[src/verilog/dpa_pkg.sv]
// dpa_pkg: constants and types for the page-policy / auto-close scheduler
// assumes a 125 MHz controller clock, 8 ns period
package dpa_pkg;
    localparam int DPA_CLK_PS = 8000;
    // row precharge time in ps, and the cycles it takes
    localparam int DPA_TRP_PS = 15000;
    localparam int DPA_TRP_CYC = (DPA_TRP_PS + DPA_CLK_PS - 1) / DPA_CLK_PS;
    // write recovery and activate-to-column times
    localparam int DPA_TWR_PS = 15000;
    localparam int DPA_TWR_CYC = (DPA_TWR_PS + DPA_CLK_PS - 1) / DPA_CLK_PS;
    localparam int DPA_TRCD_PS = 15000;
    localparam int DPA_TRCD_CYC =
        (DPA_TRCD_PS + DPA_CLK_PS - 1) / DPA_CLK_PS;
    localparam int DPA_TMR_W = 4;
    localparam logic [3:0] DPA_TMR_RST = 4'h0;
    localparam int DPA_BANK_W = 3;
    localparam int DPA_ROW_W = 14;
    localparam int DPA_TRK_NUM = 4;

    typedef enum logic [1:0] {
        DPA_POL_OPEN = 2'b00,
        DPA_POL_CLOSED = 2'b01,
        DPA_POL_USER = 2'b10,
        DPA_POL_LOOK = 2'b11
    } dpa_policy_t;

    typedef enum logic [2:0] {
        DPA_CMD_NOP = 3'b000,
        DPA_CMD_ACT = 3'b001,
        DPA_CMD_CLOSE = 3'b010,
        DPA_CMD_RD = 3'b011,
        DPA_CMD_WR = 3'b100
    } dpa_cmd_t;

    typedef enum logic [1:0] {
        DPA_CLS_HIT = 2'b00,
        DPA_CLS_IDLE = 2'b01,
        DPA_CLS_CONFLICT = 2'b10
    } dpa_class_t;
endpackage

[src/verilog/dpa_sched.sv]
// dpa_sched: page-policy and auto-close scheduler for one sdram rank
// assumes requests come from same-clock user logic with a valid/ready
// handshake and the command bus downstream takes one command per cycle
//
// Behaviour
// RL1 - a read or write can go out with the auto-close flag set.
// RL2 - the scheduler obeys a per-request auto-close input in user mode.
// RL3 - closed-page policy sets auto-close on every access.
// RL4 - open-page policy leaves the row open after each access.
// RL5 - a user-requested auto-close is honoured, so the next access only opens.
// RL6 - look-ahead checks the pending command to pick auto-close.
// RL7 - a pending hit may be issued ahead of a stalled head command.
// RL8 - with all trackers busy one is evicted for a new row.
// RL9 - without look-ahead a row change gets close then open then access.
// RL10 - with look-ahead a later conflict needs only an open command.
// RL11 - a write followed by a conflicting write carries auto-close.
// RL12 - a read after a write conflict waits recovery, close, open delays.
// RL13 - each request is classed hit, idle or conflict against trackers.
// RL14 - a bank is not opened again until row precharge time has passed.
`timescale 1ns/1ps
module dpa_sched
    import dpa_pkg::*;
#(
    parameter int TRK_NUM = DPA_TRK_NUM,
    parameter int BANK_W = DPA_BANK_W,
    parameter int ROW_W = DPA_ROW_W
) (
    input wire logic core_clk_in,
    input wire logic rst_b_in,
    input wire logic ce_in,
    input wire logic [1:0] policy_in,
    input wire logic req_valid_in,
    input wire logic req_write_in,
    input wire logic req_auto_close_in,
    input wire logic [BANK_W-1:0] req_bank_in,
    input wire logic [ROW_W-1:0] req_row_in,
    output logic req_ready_out,
    output logic [2:0] cmd_out,
    output logic [BANK_W-1:0] cmd_bank_out,
    output logic [ROW_W-1:0] cmd_row_out,
    output logic auto_close_flag_out,
    output logic [1:0] cmd_class_out
);
    initial begin
        if (TRK_NUM < 2 || TRK_NUM > 16 || BANK_W < 1 || ROW_W < 1) begin
            $error("dpa_sched: unsupported parameters");
        end
    end

    initial begin
        if (DPA_TWR_CYC + DPA_TRP_CYC >= 2**DPA_TMR_W ||
            DPA_TRCD_CYC >= 2**DPA_TMR_W) begin
            $error("dpa_sched: bank timer too narrow");
        end
    end

    localparam int IDX_W = $clog2(TRK_NUM);
    localparam int NBANK = 2**BANK_W;
    localparam logic [DPA_TMR_W-1:0] TMR_TRP = DPA_TMR_W'(DPA_TRP_CYC);
    localparam logic [DPA_TMR_W-1:0] TMR_TWR = DPA_TMR_W'(DPA_TWR_CYC);
    localparam logic [DPA_TMR_W-1:0] TMR_TRCD = DPA_TMR_W'(DPA_TRCD_CYC);
    localparam logic [DPA_TMR_W-1:0] TMR_WRP =
        DPA_TMR_W'(DPA_TWR_CYC + DPA_TRP_CYC);
    localparam logic [IDX_W-1:0] IDX_LAST = IDX_W'(TRK_NUM - 1);

    typedef enum logic [1:0] {
        DPA_ST_IDLE = 2'b00,
        DPA_ST_SERVE = 2'b01
    } dpa_state_t;

    ////////////////////////////////////////////////////////////////////
    // two-entry command buffer: head (h) and look-ahead slot (p)
    logic h_vld_ff, nxt_h_vld, p_vld_ff, nxt_p_vld;
    logic h_wr_ff, nxt_h_wr, p_wr_ff, nxt_p_wr;
    logic h_ac_ff, nxt_h_ac, p_ac_ff, nxt_p_ac;
    logic [BANK_W-1:0] h_bank_ff, nxt_h_bank, p_bank_ff, nxt_p_bank;
    logic [ROW_W-1:0] h_row_ff, nxt_h_row, p_row_ff, nxt_p_row;
    logic rdy_ff, nxt_rdy;
    dpa_state_t st_ff, nxt_st;
    logic accept;

    // command port and per-bank timers
    logic [DPA_TMR_W-1:0] bank_tmr_ff [NBANK];
    logic [DPA_TMR_W-1:0] nxt_bank_tmr [NBANK];
    logic [2:0] cmd_ff, nxt_cmd;
    logic [BANK_W-1:0] cbank_ff, nxt_cbank;
    logic [ROW_W-1:0] crow_ff, nxt_crow;
    logic cac_ff, nxt_cac;
    logic [1:0] ccls_ff, nxt_ccls;
    logic acc_h, acc_p;

    ////////////////////////////////////////////////////////////////////
    // bank tracker pool
    logic [TRK_NUM-1:0] t_busy, t_hb, t_hr, t_pb, t_pr, t_load, t_drop;
    logic [BANK_W-1:0] t_bank [TRK_NUM];
    logic [ROW_W-1:0] t_row [TRK_NUM];
    logic [BANK_W-1:0] ld_bank;
    logic [ROW_W-1:0] ld_row;
    logic [IDX_W-1:0] evict_ff, nxt_evict;

    genvar gi;
    generate
        for (gi = 0; gi < TRK_NUM; gi++) begin : g_trk
            dpa_tracker #(.BANK_W(BANK_W), .ROW_W(ROW_W)) u_trk (
                .core_clk_in(core_clk_in),
                .rst_b_in(rst_b_in),
                .ce_in(ce_in),
                .load_in(t_load[gi]),
                .drop_in(t_drop[gi]),
                .load_bank_in(ld_bank),
                .load_row_in(ld_row),
                .look_bank_in(h_bank_ff),
                .look_row_in(h_row_ff),
                .busy_out(t_busy[gi]),
                .bank_match_out(t_hb[gi]),
                .row_match_out(t_hr[gi]),
                .bank_out(t_bank[gi]),
                .row_out(t_row[gi])
            );
            assign t_pb[gi] = t_busy[gi] && (t_bank[gi] == p_bank_ff);
            assign t_pr[gi] = t_pb[gi] && (t_row[gi] == p_row_ff);
        end
    endgenerate

    ////////////////////////////////////////////////////////////////////
    // classification and decisions
    logic head_hit, head_open, p_hit, use_p, sel_wr, sel_ac;
    logic look_on, ac_dec, h_rdy, p_rdy, ev_rdy;
    logic [BANK_W-1:0] sel_bank, ev_bank;
    logic [ROW_W-1:0] sel_row;
    logic [IDX_W-1:0] free_idx, hit_idx, pb_idx;
    logic have_free;
    dpa_class_t h_cls;

    always_comb begin
        free_idx = '0;
        hit_idx = '0;
        pb_idx = '0;
        have_free = 1'b0;
        for (int i = TRK_NUM - 1; i >= 0; i--) begin
            if (!t_busy[i]) begin
                free_idx = IDX_W'(i);
                have_free = 1'b1;
            end
            if (t_hb[i]) begin
                hit_idx = IDX_W'(i);
            end
            if (t_pb[i]) begin
                pb_idx = IDX_W'(i);
            end
        end
        head_open = |t_hb;
        head_hit = |t_hr;
        // RL13 hit idle conflict
        if (head_hit) begin
            h_cls = DPA_CLS_HIT;
        end else if (head_open) begin
            h_cls = DPA_CLS_CONFLICT;
        end else begin
            h_cls = DPA_CLS_IDLE;
        end
        p_hit = |t_pr;
        h_rdy = (bank_tmr_ff[h_bank_ff] == DPA_TMR_RST);
        p_rdy = (bank_tmr_ff[p_bank_ff] == DPA_TMR_RST);
        ev_bank = t_bank[evict_ff];
        ev_rdy = (bank_tmr_ff[ev_bank] == DPA_TMR_RST);
        look_on = (dpa_policy_t'(policy_in) == DPA_POL_LOOK);
        // RL7 reorder pending hit
        use_p = look_on && p_vld_ff && p_hit && p_rdy && h_vld_ff &&
            !head_hit && (p_bank_ff != h_bank_ff);
        sel_wr = use_p ? p_wr_ff : h_wr_ff;
        sel_bank = use_p ? p_bank_ff : h_bank_ff;
        sel_row = use_p ? p_row_ff : h_row_ff;
        sel_ac = use_p ? p_ac_ff : h_ac_ff;
        // RL1 auto-close decision
        case (dpa_policy_t'(policy_in))
            // RL3 closed page
            DPA_POL_CLOSED: ac_dec = 1'b1;
            // RL2 RL5 user request
            DPA_POL_USER: ac_dec = sel_ac;
            // RL6 RL10 RL11 later conflict seen in buffer or at input
            DPA_POL_LOOK: ac_dec = (!use_p && p_vld_ff &&
                (p_bank_ff == sel_bank) && (p_row_ff != sel_row)) ||
                (req_valid_in && (req_bank_in == sel_bank) &&
                (req_row_in != sel_row));
            // RL4 open page
            DPA_POL_OPEN: ac_dec = 1'b0;
            default: ac_dec = 1'b0;
        endcase
    end

    ////////////////////////////////////////////////////////////////////
    // command choice, tracker updates and bank timers
    always_comb begin
        nxt_cmd = DPA_CMD_NOP;
        nxt_cbank = cbank_ff;
        nxt_crow = crow_ff;
        nxt_cac = 1'b0;
        nxt_ccls = ccls_ff;
        nxt_evict = evict_ff;
        t_load = '0;
        t_drop = '0;
        ld_bank = h_bank_ff;
        ld_row = h_row_ff;
        acc_h = 1'b0;
        acc_p = 1'b0;
        // RL14 timers count down to zero
        for (int b = 0; b < NBANK; b++) begin
            if (bank_tmr_ff[b] == DPA_TMR_RST) begin
                nxt_bank_tmr[b] = DPA_TMR_RST;
            end else begin
                nxt_bank_tmr[b] = bank_tmr_ff[b] - 1'b1;
            end
        end
        case (st_ff)
            DPA_ST_IDLE: begin
                nxt_cmd = DPA_CMD_NOP;
            end
            DPA_ST_SERVE: begin
                if (use_p) begin
                    acc_p = 1'b1;
                end else if (head_hit && h_rdy) begin
                    acc_h = 1'b1;
                end else if (head_open && !head_hit && h_rdy) begin
                    // RL9 RL12 row change: close after recovery
                    nxt_cmd = DPA_CMD_CLOSE;
                    nxt_cbank = h_bank_ff;
                    nxt_ccls = h_cls;
                    t_drop[hit_idx] = 1'b1;
                    nxt_bank_tmr[h_bank_ff] = TMR_TRP;
                end else if (!head_open && have_free && h_rdy) begin
                    // RL9 RL10 open the row, then wait activate delay
                    nxt_cmd = DPA_CMD_ACT;
                    nxt_cbank = h_bank_ff;
                    nxt_crow = h_row_ff;
                    nxt_ccls = h_cls;
                    t_load[free_idx] = 1'b1;
                    nxt_bank_tmr[h_bank_ff] = TMR_TRCD;
                end else if (!head_open && !have_free && ev_rdy) begin
                    // RL8 on-demand flush of one tracked row
                    nxt_cmd = DPA_CMD_CLOSE;
                    nxt_cbank = ev_bank;
                    nxt_ccls = h_cls;
                    t_drop[evict_ff] = 1'b1;
                    nxt_bank_tmr[ev_bank] = TMR_TRP;
                    nxt_evict = (evict_ff == IDX_LAST) ? '0 :
                        evict_ff + 1'b1;
                end
                if (acc_h || acc_p) begin
                    // RL1 access carries the decided flag
                    nxt_cmd = sel_wr ? DPA_CMD_WR : DPA_CMD_RD;
                    nxt_cbank = sel_bank;
                    nxt_crow = sel_row;
                    nxt_cac = ac_dec;
                    nxt_ccls = use_p ? DPA_CLS_HIT : h_cls;
                    if (ac_dec) begin
                        // RL5 RL14 row shuts itself, precharge timed
                        t_drop[use_p ? pb_idx : hit_idx] = 1'b1;
                        nxt_bank_tmr[sel_bank] = sel_wr ? TMR_WRP : TMR_TRP;
                    end else if (sel_wr) begin
                        // RL12 write recovery before a close
                        nxt_bank_tmr[sel_bank] = TMR_TWR;
                    end
                end
            end
            default: nxt_cmd = DPA_CMD_NOP;
        endcase
    end

    always_ff @(posedge core_clk_in) begin
        if (!rst_b_in) begin
            cmd_ff <= DPA_CMD_NOP;
            cbank_ff <= '0;
            crow_ff <= '0;
            cac_ff <= 1'b0;
            ccls_ff <= DPA_CLS_IDLE;
            evict_ff <= '0;
            for (int b = 0; b < NBANK; b++) begin
                bank_tmr_ff[b] <= DPA_TMR_RST;
            end
        end else if (ce_in) begin
            cmd_ff <= nxt_cmd;
            cbank_ff <= nxt_cbank;
            crow_ff <= nxt_crow;
            cac_ff <= nxt_cac;
            ccls_ff <= nxt_ccls;
            evict_ff <= nxt_evict;
            for (int b = 0; b < NBANK; b++) begin
                bank_tmr_ff[b] <= nxt_bank_tmr[b];
            end
        end
    end

    ////////////////////////////////////////////////////////////////////
    // buffer refill: an issued head takes the pending entry forward
    always_comb begin
        nxt_h_vld = h_vld_ff;
        nxt_h_wr = h_wr_ff;
        nxt_h_ac = h_ac_ff;
        nxt_h_bank = h_bank_ff;
        nxt_h_row = h_row_ff;
        nxt_p_vld = p_vld_ff;
        nxt_p_wr = p_wr_ff;
        nxt_p_ac = p_ac_ff;
        nxt_p_bank = p_bank_ff;
        nxt_p_row = p_row_ff;
        accept = req_valid_in && rdy_ff;
        if (acc_h) begin
            nxt_h_vld = p_vld_ff;
            nxt_h_wr = p_wr_ff;
            nxt_h_ac = p_ac_ff;
            nxt_h_bank = p_bank_ff;
            nxt_h_row = p_row_ff;
            nxt_p_vld = 1'b0;
        end else if (acc_p) begin
            nxt_p_vld = 1'b0;
        end
        if (accept) begin
            if (!nxt_h_vld) begin
                nxt_h_vld = 1'b1;
                nxt_h_wr = req_write_in;
                nxt_h_ac = req_auto_close_in;
                nxt_h_bank = req_bank_in;
                nxt_h_row = req_row_in;
            end else begin
                nxt_p_vld = 1'b1;
                nxt_p_wr = req_write_in;
                nxt_p_ac = req_auto_close_in;
                nxt_p_bank = req_bank_in;
                nxt_p_row = req_row_in;
            end
        end
        nxt_rdy = !nxt_p_vld;
        nxt_st = nxt_h_vld ? DPA_ST_SERVE : DPA_ST_IDLE;
    end

    always_ff @(posedge core_clk_in) begin
        if (!rst_b_in) begin
            h_vld_ff <= 1'b0;
            h_wr_ff <= 1'b0;
            h_ac_ff <= 1'b0;
            h_bank_ff <= '0;
            h_row_ff <= '0;
            p_vld_ff <= 1'b0;
            p_wr_ff <= 1'b0;
            p_ac_ff <= 1'b0;
            p_bank_ff <= '0;
            p_row_ff <= '0;
            rdy_ff <= 1'b0;
            st_ff <= DPA_ST_IDLE;
        end else if (ce_in) begin
            h_vld_ff <= nxt_h_vld;
            h_wr_ff <= nxt_h_wr;
            h_ac_ff <= nxt_h_ac;
            h_bank_ff <= nxt_h_bank;
            h_row_ff <= nxt_h_row;
            p_vld_ff <= nxt_p_vld;
            p_wr_ff <= nxt_p_wr;
            p_ac_ff <= nxt_p_ac;
            p_bank_ff <= nxt_p_bank;
            p_row_ff <= nxt_p_row;
            rdy_ff <= nxt_rdy;
            st_ff <= nxt_st;
        end
    end

    assign req_ready_out = rdy_ff;
    assign cmd_out = cmd_ff;
    assign cmd_bank_out = cbank_ff;
    assign cmd_row_out = crow_ff;
    assign auto_close_flag_out = cac_ff;
    assign cmd_class_out = ccls_ff;
endmodule

[src/verilog/dpa_tracker.sv]
// dpa_tracker: one bank tracker entry holding the bank and row of an open row
// assumes the scheduler grants load/clear strobes one at a time
`timescale 1ns/1ps
module dpa_tracker
    import dpa_pkg::*;
#(
    parameter int BANK_W = DPA_BANK_W,
    parameter int ROW_W = DPA_ROW_W
) (
    input wire logic core_clk_in,
    input wire logic rst_b_in,
    input wire logic ce_in,
    input wire logic load_in,
    input wire logic drop_in,
    input wire logic [BANK_W-1:0] load_bank_in,
    input wire logic [ROW_W-1:0] load_row_in,
    input wire logic [BANK_W-1:0] look_bank_in,
    input wire logic [ROW_W-1:0] look_row_in,
    output logic busy_out,
    output logic bank_match_out,
    output logic row_match_out,
    output logic [BANK_W-1:0] bank_out,
    output logic [ROW_W-1:0] row_out
);
    logic busy_ff, nxt_busy;
    logic [BANK_W-1:0] bank_ff, nxt_bank;
    logic [ROW_W-1:0] row_ff, nxt_row;

    always_comb begin
        nxt_busy = busy_ff;
        nxt_bank = bank_ff;
        nxt_row = row_ff;
        if (drop_in) begin
            nxt_busy = 1'b0;
        end
        if (load_in) begin
            nxt_busy = 1'b1;
            nxt_bank = load_bank_in;
            nxt_row = load_row_in;
        end
    end

    always_ff @(posedge core_clk_in) begin
        if (!rst_b_in) begin
            busy_ff <= 1'b0;
            bank_ff <= '0;
            row_ff <= '0;
        end else if (ce_in) begin
            busy_ff <= nxt_busy;
            bank_ff <= nxt_bank;
            row_ff <= nxt_row;
        end
    end

    assign busy_out = busy_ff;
    assign bank_out = bank_ff;
    assign row_out = row_ff;
    assign bank_match_out = busy_ff && (bank_ff == look_bank_in);
    assign row_match_out = busy_ff && (bank_ff == look_bank_in) &&
        (row_ff == look_row_in);
endmodule
[config.mk]
export PLATFORM = sky130hd
export DESIGN_NAME = dpa_sched
export DESIGN_NICKNAME = d
export VERILOG_FILES = /design/src/verilog/dpa_pkg.sv /design/src/verilog/dpa_sched.sv /design/src/verilog/dpa_tracker.sv
export SDC_FILE = /design/constraint.sdc
export NUM_CORES = 1
export LEC_CHECK = 0
export BUFFER_PORTS_ARGS = -buffer_cell sky130_fd_sc_hd__buf_2
export CAP_MARGIN = 40
export CORE_MARGIN = 4
export CORE_UTILIZATION = 30
export CTS_CLUSTER_DIAMETER = 30
export CTS_CLUSTER_SIZE = 14
export DETAILED_ROUTE_END_ITERATION = 8
export REMOVE_ABC_BUFFERS = 1
export SLEW_MARGIN = 20
export SYNTH_ARGS = -nofsm -noshare
export SYNTH_HDL_FRONTEND = slang
export SYNTH_SLANG_ARGS = --single-unit
[constraint.sdc]
create_clock -name core_clk_in -period 4.75 [get_ports core_clk_in]
set_input_delay 1.1875 -clock core_clk_in [delete_from_list [all_inputs] [get_ports core_clk_in]]
set_output_delay 1.1875 -clock core_clk_in [all_outputs]
set_load 0.03 [all_outputs]
==> out/qor.txt, run 1 <==
status: completed
RR Endpoint: g_trk[3].u_trk.busy_out
hold slack final: 0.437 ns
wire length per cell: 19.0 um
Top FF cell, synth: dfxtp_1
DIE AREA: 38800 sq um
total power: 3.40 mW
post-CTS resize count: 0
IO Port Bufs: 48
R2R setup slack: 0.76 ns
CTS Sinks: 176
CTS tree: done
setup ws final: 0.758 ns
M1 wire length: 14900 um
RSZ-0062 raised after global routing: no
routed length on met3: 1930 um
PwrDens: 284 nW/um^2
gr ovfl total: 0
vias in the first global route: 8988
largest net degree at the start of global routing: 68
setup tns final: 0 ns
First-pass DRT Iterations: 5
diodes inserted: 0
Max-slew headroom: 43.0%
clock transition at the registers of the reported paths: 0.07 ns
H-tree depth: 4
hold endpoint: cmd_out[1]
Final setup viols: 0
max-slew violations: 0
Post-CTS Hold Buffers: 0
CP endpoint kind: flip-flop
Final Hold Viols: 0
global-route wire length before repair: 51600 um
fin crit share: 84.1%
I/O pin count: 49
synth cell count leaders: dfxtp_1, nand2_1, nor2_1
Worst IR Drop VDD: 258 uV
WL met2: 15300 um
Async S/R FF share, synth: 0%
root buffer cell: clkbuf_16
Hold Crit Class: reg -> reg
pre-CTS setup slack: 0.677 ns
Final ANT Viol Nets: 0
Die X: 197 um
TritonCTS Buffers: 17
Cell Rows: 68
hold depth: 2
Post-synth EDFFs: 32
Vias: 9290
top area cells in the synthesized netlist: dfxtp_1, edfxtp_1, xnor2_1
Max Freq: 250 MHz
drt via density: 5.39
Core Util, Final: 34.4%
top cell type's share of synthesized area: 26.9%
min cycle time layout: 3.99 ns
Worst-Margin Slew: 0.845 ns
hold_sp: cmd_out[1]
latest clock arrival within the worst-skew pair: 0.44 ns
CP Max Fanout: 12
Mean Syn Cell Area: 8.64 sq um
initial drt markers: 672
Crit path required time: 5.06 ns
Worst Setup Path Type: reg -> reg
gr usage total: 16.6%
initial antenna violation count: 0
Area growth, synth to finish: 12.1%
Yosys warnings: 0
worst clock skew: 0.0118 ns
Synth area leader: dfxtp_1
DRT Wirelength: 32800 um
Max Cap Viol: 0
count of unique library cells instantiated by Yosys: 79
setup bufs post-CTS: 0
LEAKAGE: 4.76 nW
post-synthesis cell count: 1239
DRC violations left: 0
worst path arrival time: 4.30 ns
RR Startpoint: h_bank_ff[2]
CP startpoint kind: flip-flop
#FFs+latches synth: 176
Final GP Congestion: 0.902
Die Ht: 197 um
Starting Density: 30.7%
Reg2Reg Depth: 12
Seq/Total Area, Yosys: 35.9%
Detail Placement HPWL: 23400 um
share of layout cells above drive strength 1: 13.4%
Final #Nets: 1287
count leader, synth: dfxtp_1
mapped cell area: 10700 sq um
clk buf depth: 2
max layer used: met4
area of the core: 34900 sq um
## per-layer routing
layer,vias up,global-route usage [%]
li1,4409,-
met1,4485,22.9
met2,340,26.8
met3,56,3.01
met4,0,4.98
met5,-,0
## area by class of cell
type,instances,area (sq um)
Fill cell,3633,22900
Multi-Input combinational cell,955,6380
Sequential cell,176,3840
Timing Repair Buffer,91,571
Tap cell,455,569
Clock buffer,19,453
Clock inverter,11,129
Inverter,17,66.3
## flip-flops by register name, indices dropped and copies added, names as in the netlist, 2 cells and up, named ones only
name and count:
cmd_row_out 14, h_bank_ff 3, g_trk.u_trk.row_out 56, cmd_bank_out 3
evict_ff 2, p_bank_ff 3, h_row_ff 14, g_trk.u_trk.bank_out 12
bank_tmr_ff 32, p_row_ff 14, cmd_out 3, cmd_class_out 2
g_trk.u_trk.busy_out 4
## critical path: stages (launching register included)
cell and delay [ns]:
dfxtp_1 0.77, xnor2_1 0.16, and4_1 0.34, and3_1 0.20, nor4_2 0.52, nand3_2 0.13
buf_4 0.25, mux2i_1 0.16, o21ai_1 0.24, o22a_1 0.27, nand4b_1 0.35, o32ai_1 0.40
nor2_1 0.06
## kinds of logic after synthesis
| family | share of synthesized area (%) |
|---|---|
| buffers and inverters | 4.60 |
| adder cells (fa/ha/maj) | 0.467 |
| XOR/XNOR | 14.8 |
| flip-flops | 35.9 |
| AND/OR/NAND/NOR | 20.2 |
| multiplexers | 9.29 |
| AO/OA/AOI/OAI | 14.8 |
## where the power goes
part | switching (mW) | total (mW) | internal, mW
Clock | 0.634 | 1.44 | 0.805
Combinational | 0.220 | 0.354 | 0.134
Sequential | 0.0555 | 1.61 | 1.56
Total | 0.910 | 3.40 | 2.49
## worst max-delay path by stage
stage          depth (start not counted)          from  slack (ns)                         end
3_5_place_dp                          13  policy_in[0]        0.68     g_trk[3].u_trk.busy_out
3_3_place_gp                          12  policy_in[1]        0.76   g_trk[2].u_trk.row_out[8]
5_1_grt                               12  h_bank_ff[0]        0.48           bank_tmr_ff[5][1]
2_1_floorplan                         10  policy_in[1]       -0.09  g_trk[3].u_trk.bank_out[0]
6_report                              12  h_bank_ff[2]        0.76     g_trk[3].u_trk.busy_out
4_1_cts                               12  h_bank_ff[2]        0.79     g_trk[3].u_trk.busy_out
## per-stage QoR
| stage | instance area, sq um | std cells |
|---|---|---|
| 5_1_grt | 12000 | 1724 |
| 2_1_floorplan | 10300 | 1148 |
| 6_report | 12000 | 1724 |
| 3_3_place_gp | 11400 | 1693 |
| 4_1_cts | 12000 | 1724 |
| 3_5_place_dp | 11400 | 1694 |
## cell usage in the layout (no fill, tap or decap), types with 5 or more instances in the layout
cell type,count
or3_1,23
nand3_1,17
edfxtp_1,32
nor2b_1,8
a221oi_1,5
and3_1,9
xor2_1,73
a21o_1,5
nor3_1,28
or2_2,6
xnor2_1,108
mux2i_1,72
nand4_1,30
dfxtp_1,144
clkbuf_16,17
o21a_1,6
buf_4,42
o21ai_1,10
nand2_1,122
nand2b_1,5
a211oi_1,23
and2_1,5
o21ai_0,65
nor2_1,119
a21oi_1,88
a22oi_1,6
inv_1,15
nor3b_1,5
nor4_1,23
buf_2,48
mux2_2,5
mux4_2,8
Note: power is estimated with default switching activity, not from simulation.
==> inputs of run 2 (changes only) <==
==> constraint.sdc (replaced) <==
create_clock -name core_clk_in -period 3.67 [get_ports core_clk_in]
set_input_delay 0.9175 -clock core_clk_in [delete_from_list [all_inputs] [get_ports core_clk_in]]
set_output_delay 0.9175 -clock core_clk_in [all_outputs]
set_load 0.03 [all_outputs]
==> run 2 against run 1 <==
  * Final cell count rose by 3.7%
  * Flip-flop and latch count did not move
  * Worst hold slack improved by 0.0045 ns
  * Sequential power rose by 29%
  * Clock power rose by 34%
  * Utilization rose by 1.9 points
  * Non-clock buffer count rose by 61
  * Combinational power rose by 45%
  * Count of clock-buffer cells in the layout rose by 1
  * Largest power group unchanged
==> out/qor.txt, run 2 (synthesis gave the netlist of run 1 again) <==
status: completed
gr ovfl total: 0 (unchanged)
Die X: 197 um (unchanged)
PwrDens: 357 nW/um^2 (+26%)
clock transition at the registers of the reported paths: 0.07 ns (about the same)
drt via density: 5.38 (about the same)
worst path bufs/invs: 1 (unchanged)
fin crit share: 98.3% (+14 points)
wire length per cell: 19.0 um (-0.18%)
Worst Setup Path Type: reg -> reg
slowest stage cell, crit path: dfxtp_1
latest clock arrival within the worst-skew pair: 0.45 ns (about the same)
share of layout cells above drive strength 1: 18.2% (+4.8 points)
I/O pin count: 49 (unchanged)
setup tns final: 0 ns (unchanged)
Crit path required time: 3.87 ns (-1.19 ns)
crit path cell chain: xor2_1 > nor4_1 > nand3_1 > or4_4 > a31oi_4 > nand3_2 > buf_4 > mux2i_1 > o21ai_2 > o221a_4 > o211ai_1 > a21o_1 > and4b_1
Post-CTS Hold Buffers: 0 (unchanged)
largest net degree at the start of global routing: 42 (-38%)
footprint of the multi-input gates: 6430 sq um (+0.88%)
Max Freq: 277 MHz (+11%)
max FFs per register: 56 (unchanged)
final instance area: 12700 sq um (+5.4%)
R2R setup slack: 0.06 ns (-0.69 ns)
initial antenna violation count: 0 (unchanged)
area of the core: 34900 sq um (unchanged)
CP delay by family, top: simple AND/OR/NAND/NOR gates
H-tree depth: 4 (unchanged)
Detail Placement HPWL: 24600 um (+5.3%)
CTS tree: done
Crit path largest cell delay: 0.49 ns (-0.28 ns)
Die Ht: 197 um (unchanged)
initial drt markers: 827 (+23%)
RSZ-0062 raised after global routing: yes
Final GP Congestion: 0.898 (-0.48%)
DRT Wirelength: 34000 um (+3.5%)
CP startpoint kind: flip-flop
Final Hold Viols: 0 (unchanged)
storage element area: 3850 sq um (+0.16%)
DIE AREA: 38800 sq um (unchanged)
global-route wire length before repair: 52800 um (+2.2%)
min cycle time layout: 3.61 ns (-0.386 ns)
Final ANT Viol Nets: 0 (unchanged)
CP endpoint kind: flip-flop
First-pass DRT Iterations: 5 (unchanged)
most frequent cells in the layout: dfxtp_1, nand2_1, nor2_1
Hold Crit Class: reg -> reg
vias in the first global route: 9179 (+2.1%)
leading cell type in the layout, fill and taps excluded: dfxtp_1
CP Max Fanout: 5 (-7)
CTS Sinks: 176 (unchanged)
max-slew violations: 0 (unchanged)
Vias: 9627 (+3.6%)
Final #Nets: 1349 (+4.8%)
worst clock skew: 0.0153 ns (+0.00350 ns)
Final setup viols: 0 (unchanged)
Filler cells: 3592 (-1.1%)
clk buf depth: 2 (unchanged)
TritonCTS Buffers: 17 (unchanged)
Max Cap Viol: 0 (unchanged)
hold slack final: 0.442 ns (+0.00448 ns)
dpl cell area: 11900 sq um (+4.4%)
Max-slew headroom: 39.8% (-3.2 points)
root buffer cell: clkbuf_16
gr usage total: 17.1% (+0.41 points)
worst path arrival time: 3.80 ns (-0.50 ns)
Cell Rows: 68 (unchanged)
Area growth, synth to finish: 18.2%
IO Port Bufs: 48 (unchanged)
Worst IR Drop VDD: 322 uV (+24%)
LEAKAGE: 5.12 nW (+7.7%)
DRC violations left: 0 (unchanged)
Worst-Margin Slew: 0.889 ns (+0.0442 ns)
Starting Density: 30.7% (unchanged)
diodes inserted: 0 (unchanged)
==> run 2: changes by cell type in the layout (fill, tap and decap cells not counted), moves of 3 or more <==
cell / change
buf_4: +54
dfxtp_1: -5
buf_12: +8
clkinv_2: -3
clkinv_4: +4
dfxtp_2: +5
==> run 2: final timing paths <==
check,from,end,cells past startpoint
setup / recovery,p_row_ff[0],bank_tmr_ff[6][3],13
hold / removal,cmd_out[1],cmd_out[1],2
setup reg to reg,p_row_ff[0],bank_tmr_ff[6][3],13
hold reg to reg,cmd_out[1],cmd_out[1],2
==> run 2: per-stage QoR <==
step                utilization [%]  worst slack [ns]  power (mW)  std cells
finish                         36.3            0.0635        4.52       1788
global route                   36.3           -0.0373        4.66       1788
CTS                            36.0           0.00432        4.52       1780
detailed placement             34.2            0.0332        2.61       1748
global placement               34.2            0.0936        2.60       1748
floorplan                         -            -0.998        2.39       1148
==> run 2: cell type report <==
cell class                 count  area share (%)
multi-input combinational    956            50.8
sequential                   176            30.4
timing repair buffer         152            8.86
tap                          455            4.50
clock buffer                  20            3.78
clock inverter                12            1.12
inverter                      17           0.524
==> run 2: layer usage <==
metal  up-vias  routed length (um)  track usage, %
li1       4557                   -               -
met1      4647               15700            23.9
met2       360               15700            27.3
met3        63                1920            2.70
met4         0                 678            4.85
met5         -                   0               0
==> run 2: power breakdown <==
part | internal (mW) | switching, mW
Sequential | 2.01 | 0.0609
Combinational | 0.204 | 0.310
Clock | 1.04 | 0.887
Total | 3.26 | 1.26
==> run 2: timing repair <==
item,in CTS,in global routing
setup buffers,0,7
resized for setup,0,14
setup endpoints to repair,0,74
==> run 2: worst min-delay path, cell delays in order (launching register included) <==
cell and delay [ns]:
dfxtp_1 0.31, nand2_1 0.05, nand2_1 0.04
==> inputs of run 3 (changes only) <==
--- a/config.mk
+++ b/config.mk
@@ -16,4 +16,5 @@
 export SLEW_MARGIN = 20
 export SYNTH_ARGS = -nofsm -noshare
 export SYNTH_HDL_FRONTEND = slang
+export SYNTH_HIERARCHICAL = 1
 export SYNTH_SLANG_ARGS = --single-unit
==> constraint.sdc (replaced) <==
create_clock -name core_clk_in -period 3.9 [get_ports core_clk_in]
set_input_delay 0.975 -clock core_clk_in [delete_from_list [all_inputs] [get_ports core_clk_in]]
set_output_delay 0.975 -clock core_clk_in [all_outputs]
set_load 0.03 [all_outputs]
==> run 3 against run 2 <==
  * Sequential power fell by 6%
  * Total power fell by 4.7%
  * Via count rose by 9.2%
  * Sequential share of layout area fell by 3.0 points
  * Fmax fell by 8.7%
  * The run now ends with setup timing left
  * Setup slack got worse by 0.11 ns
  * Die area rose by 4.6%
  * Final cell count rose by 11%
  * Combinational power rose by 7.4%
==> out/qor.txt, run 3 <==
crit-path most repeated cell: buf_6
H-tree depth: 4 (unchanged)
status: complete, but fails checks
storage element area: 3870 sq um (+0.55%)
CTS Sinks: 176 (unchanged)
footprint of the multi-input gates: 7020 sq um (+9.1%)
largest family of logic cells by synthesized area: simple AND/OR/NAND/NOR gates
slowest stage cell, crit path: or4_4
most frequent cells in the layout: nand2_1, buf_4, dfxtp_1
Final #Nets: 1535 (+14%)
Reg2Reg Depth: 19 (+6)
max FFs per register: 56 (unchanged)
hold depth: 2 (unchanged)
Seq/Total Area, Yosys: 34.2% (-1.7 points)
Vias: 10.5k (+9.2%)
vias in the first global route: 10.3k (+12%)
share of layout cells above drive strength 1: 27.5% (+9.2 points)
Placed Cells: 1942 (+11%)
Yosys warnings: 6 (+6)
wire length per cell: 19.0 um (about the same)
root buffer cell: clkbuf_16
CP startpoint kind: flip-flop
initial drt markers: 872 (+5.4%)
Worst-Margin Slew: 0.684 ns (-0.205 ns)
total power: 4.31 mW (-4.7%)
DRC violations left: 0 (unchanged)
Detail Placement HPWL: 27600 um (+12%)
Synth Area in Compound Gates: 21.0% (+6.2 points)
clock transition at the registers of the reported paths: 0.07 ns (about the same)
Final ANT Viol Nets: 0 (unchanged)
clk buf depth: 2 (unchanged)
First-pass DRT Iterations: 7 (+2)
Crit path largest cell delay: 0.56 ns (+0.07 ns)
RSZ-0062 raised after global routing: yes
CP startpoint: h_row_ff[2]
PwrDens: 305 nW/um^2 (-14%)
Starting Density: 30.5% (-0.18 points)
Post-synth EDFFs: 32 (unchanged)
Max Cap Viol: 0 (unchanged)
count of unique library cells instantiated by Yosys: 83 (+5.1%)
RR Startpoint: h_row_ff[2]
Final Hold Viols: 0 (unchanged)
global-route wire length before repair: 57900 um (+9.8%)
max-slew violations: 0 (unchanged)
Async S/R FF share, synth: 0% (unchanged)
pre-CTS setup slack: -0.170 ns (-0.203 ns)
I/O pin count: 49 (unchanged)
#FFs+latches synth: 176 (unchanged)
Synth Area in Simple Gates: 21.7% (+1.5 points)
Filler cells: 3714 (+3.4%)
synth cell count leaders: nand2_1, dfxtp_1, xor2_1
worst clock skew: 0.0156 ns (+0.000338 ns)
min cycle time layout: 3.95 ns (+0.344 ns)
Final GP Congestion: 0.907 (+1.0%)
CP Max Fanout: 6 (+1)
top area cells in the synthesized netlist: dfxtp_1, edfxtp_1, nand2_1
worst path arrival time: 4.29 ns (+0.49 ns)
area of the core: 36800 sq um (+5.5%)
count leader, synth: nand2_1
DRT Wirelength: 37800 um (+11%)
Post-CTS Hold Buffers: 0 (unchanged)
drt via density: 5.29 (-1.7%)
Worst IR Drop VDD: 281 uV (-13%)
gr usage total: 18.0% (+0.96 points)
R2R setup slack: -0.05 ns (-0.11 ns)
Area growth, synth to finish: 25.7%
setup tns final: -0.0713 ns (-0.0713 ns)
post-synthesis cell count: 1314 (+6.1%)
leading cell type in the layout, fill and taps excluded: nand2_1
Cell Rows: 70 (+2.9%)
setup ws final: -0.0505 ns (-0.114 ns)
Die X: 201 um (+2.3%)
RR Endpoint: g_trk[1].u_trk/busy_out
Synth Area in XOR/XNOR: 14.1% (-0.68 points)
CP endpoint kind: flip-flop
LEAKAGE: 5.76 nW (+12%)
Die Ht: 201 um (+2.3%)
failing checks: setup timing
initial antenna violation count: 0 (unchanged)
Worst Setup EP: g_trk[1].u_trk/busy_out
multiplexer area fraction after synthesis: 3.61% (-5.7 points)
Top FF cell, synth: dfxtp_1
gr ovfl total: 0 (unchanged)
Max Freq: 253 MHz (-8.7%)
CTS tree: done
Mean Syn Cell Area: 8.54 sq um (-1.2%)
top cell type's share of synthesized area: 25.7% (-1.2 points)
post-route insts no fill: 1987 (+11%)
DIE AREA: 40600 sq um (+4.6%)
fin crit share: 101% (+3.0 points)
Adder-Cell Fraction of Synth Area: 0.446% (-0.022 points)
crit path cell chain: buf_6 > xnor2_2 > nand4_1 > nor3_2 > and3_1 > or4_4 > nor2_2 > nand4_1 > a211oi_4 > buf_6 > mux2_4 > a21oi_4 > o31ai_4 > buf_6 > or4b_1 > o21ai_1 > nand2_1 > a21oi_1 > nor2b_1
Hold Crit Class: reg -> reg
Crit path required time: 4.24 ns (+0.37 ns)
Max-slew headroom: 54.0% (+14 points)
latest clock arrival within the worst-skew pair: 0.45 ns (about the same)
Final setup viols: 2 (+2)
IO Port Bufs: 48 (unchanged)
mapped cell area: 11200 sq um (+4.8%)
TritonCTS Buffers: 17 (unchanged)
Synth area leader: dfxtp_1
largest net degree at the start of global routing: 134 (+220%)
Worst Setup Path Type: reg -> reg
[run 3: cell types whose count changed in the layout (fill, tap and decap cells not counted), sizes merged, moves of 20 or more]
cell    change
a21boi     +93
xor2       +23
nor2       -72
buf       +103
xnor2      -23
mux2i      -52
a211oi     -20
nand2     +129
a21oi      -37
[run 3: what timing repair did]
action                                  CTS  global route
pin swaps                                18             7
endpoints found under the setup margin   32           104
gates resized for setup                  37            21
setup buffers                             9             4
[run 3: kinds of logic (layout without fill, tap and decap cells)]
family | after synthesis | count (layout)
fa+ha+maj | 4 | 4
compound gates | 317 | 317
xor+xnor | 181 | 181
mux | 33 | 33
buf+inv | 101 | 305
simple gates | 502 | 502
other cells | 0 | 1
flops | 176 | 176
[run 3: power breakdown]
part	internal [mW]	leakage (nW)	switching, mW	total [mW]
Clock	1.02	0.290	0.798	1.82
Sequential	1.90	1.52	0.0448	1.94
Combinational	0.237	3.95	0.314	0.551
[run 3: area by class of cell]
class,count,area share (%)
well taps,468,4.15
clock buffers,18,3.04
inverters,19,0.505
multi-input cells,1037,49.7
clock inverters,13,1.23
flip-flops and latches,176,27.4
diodes,1,0.0177
repair buffers,255,13.9
[run 3: worst min-delay path by stage]
stage,start,to
6_report,cmd_out[0],cmd_out[0]
5_1_grt,cmd_class_out[1],cmd_class_out[1]
4_1_cts,cmd_class_out[1],cmd_class_out[1]
3_5_place_dp,cmd_out[1],cmd_out[1]
3_3_place_gp,cmd_out[0],cmd_out[0]
2_1_floorplan,p_ac_ff,p_ac_ff
[run 3: worst max-delay path, delay by kind of cell, from the launching register on]
kind | cells | cell delay [ns]
simple gates | 9 | 1.76
compound gates | 5 | 0.95
buf+inv | 3 | 0.46
flops | 1 | 0.36
mux | 1 | 0.19
xor+xnor | 1 | 0.12
[run 3: per-layer routing]
metal	GRT usage, %	share of wire (%)	vias up
met4	5.79	2.7	0
li1	-	-	5033
met5	0	0	-
met2	30.8	48	368
met1	22.9	43	5046
met3	3.50	6.3	69
[run 3: through the flow]
stage | hold slack (ns) | util, % | instance area, sq um
4_1_cts | 0.459 | 38.0 | 14000
3_5_place_dp | 0.447 | 35.8 | 13200
2_1_floorplan | 0.449 | - | 10700
3_3_place_gp | 0.439 | 35.8 | 13200
6_report | 0.452 | 38.4 | 14100
5_1_grt | 0.472 | 38.4 | 14100
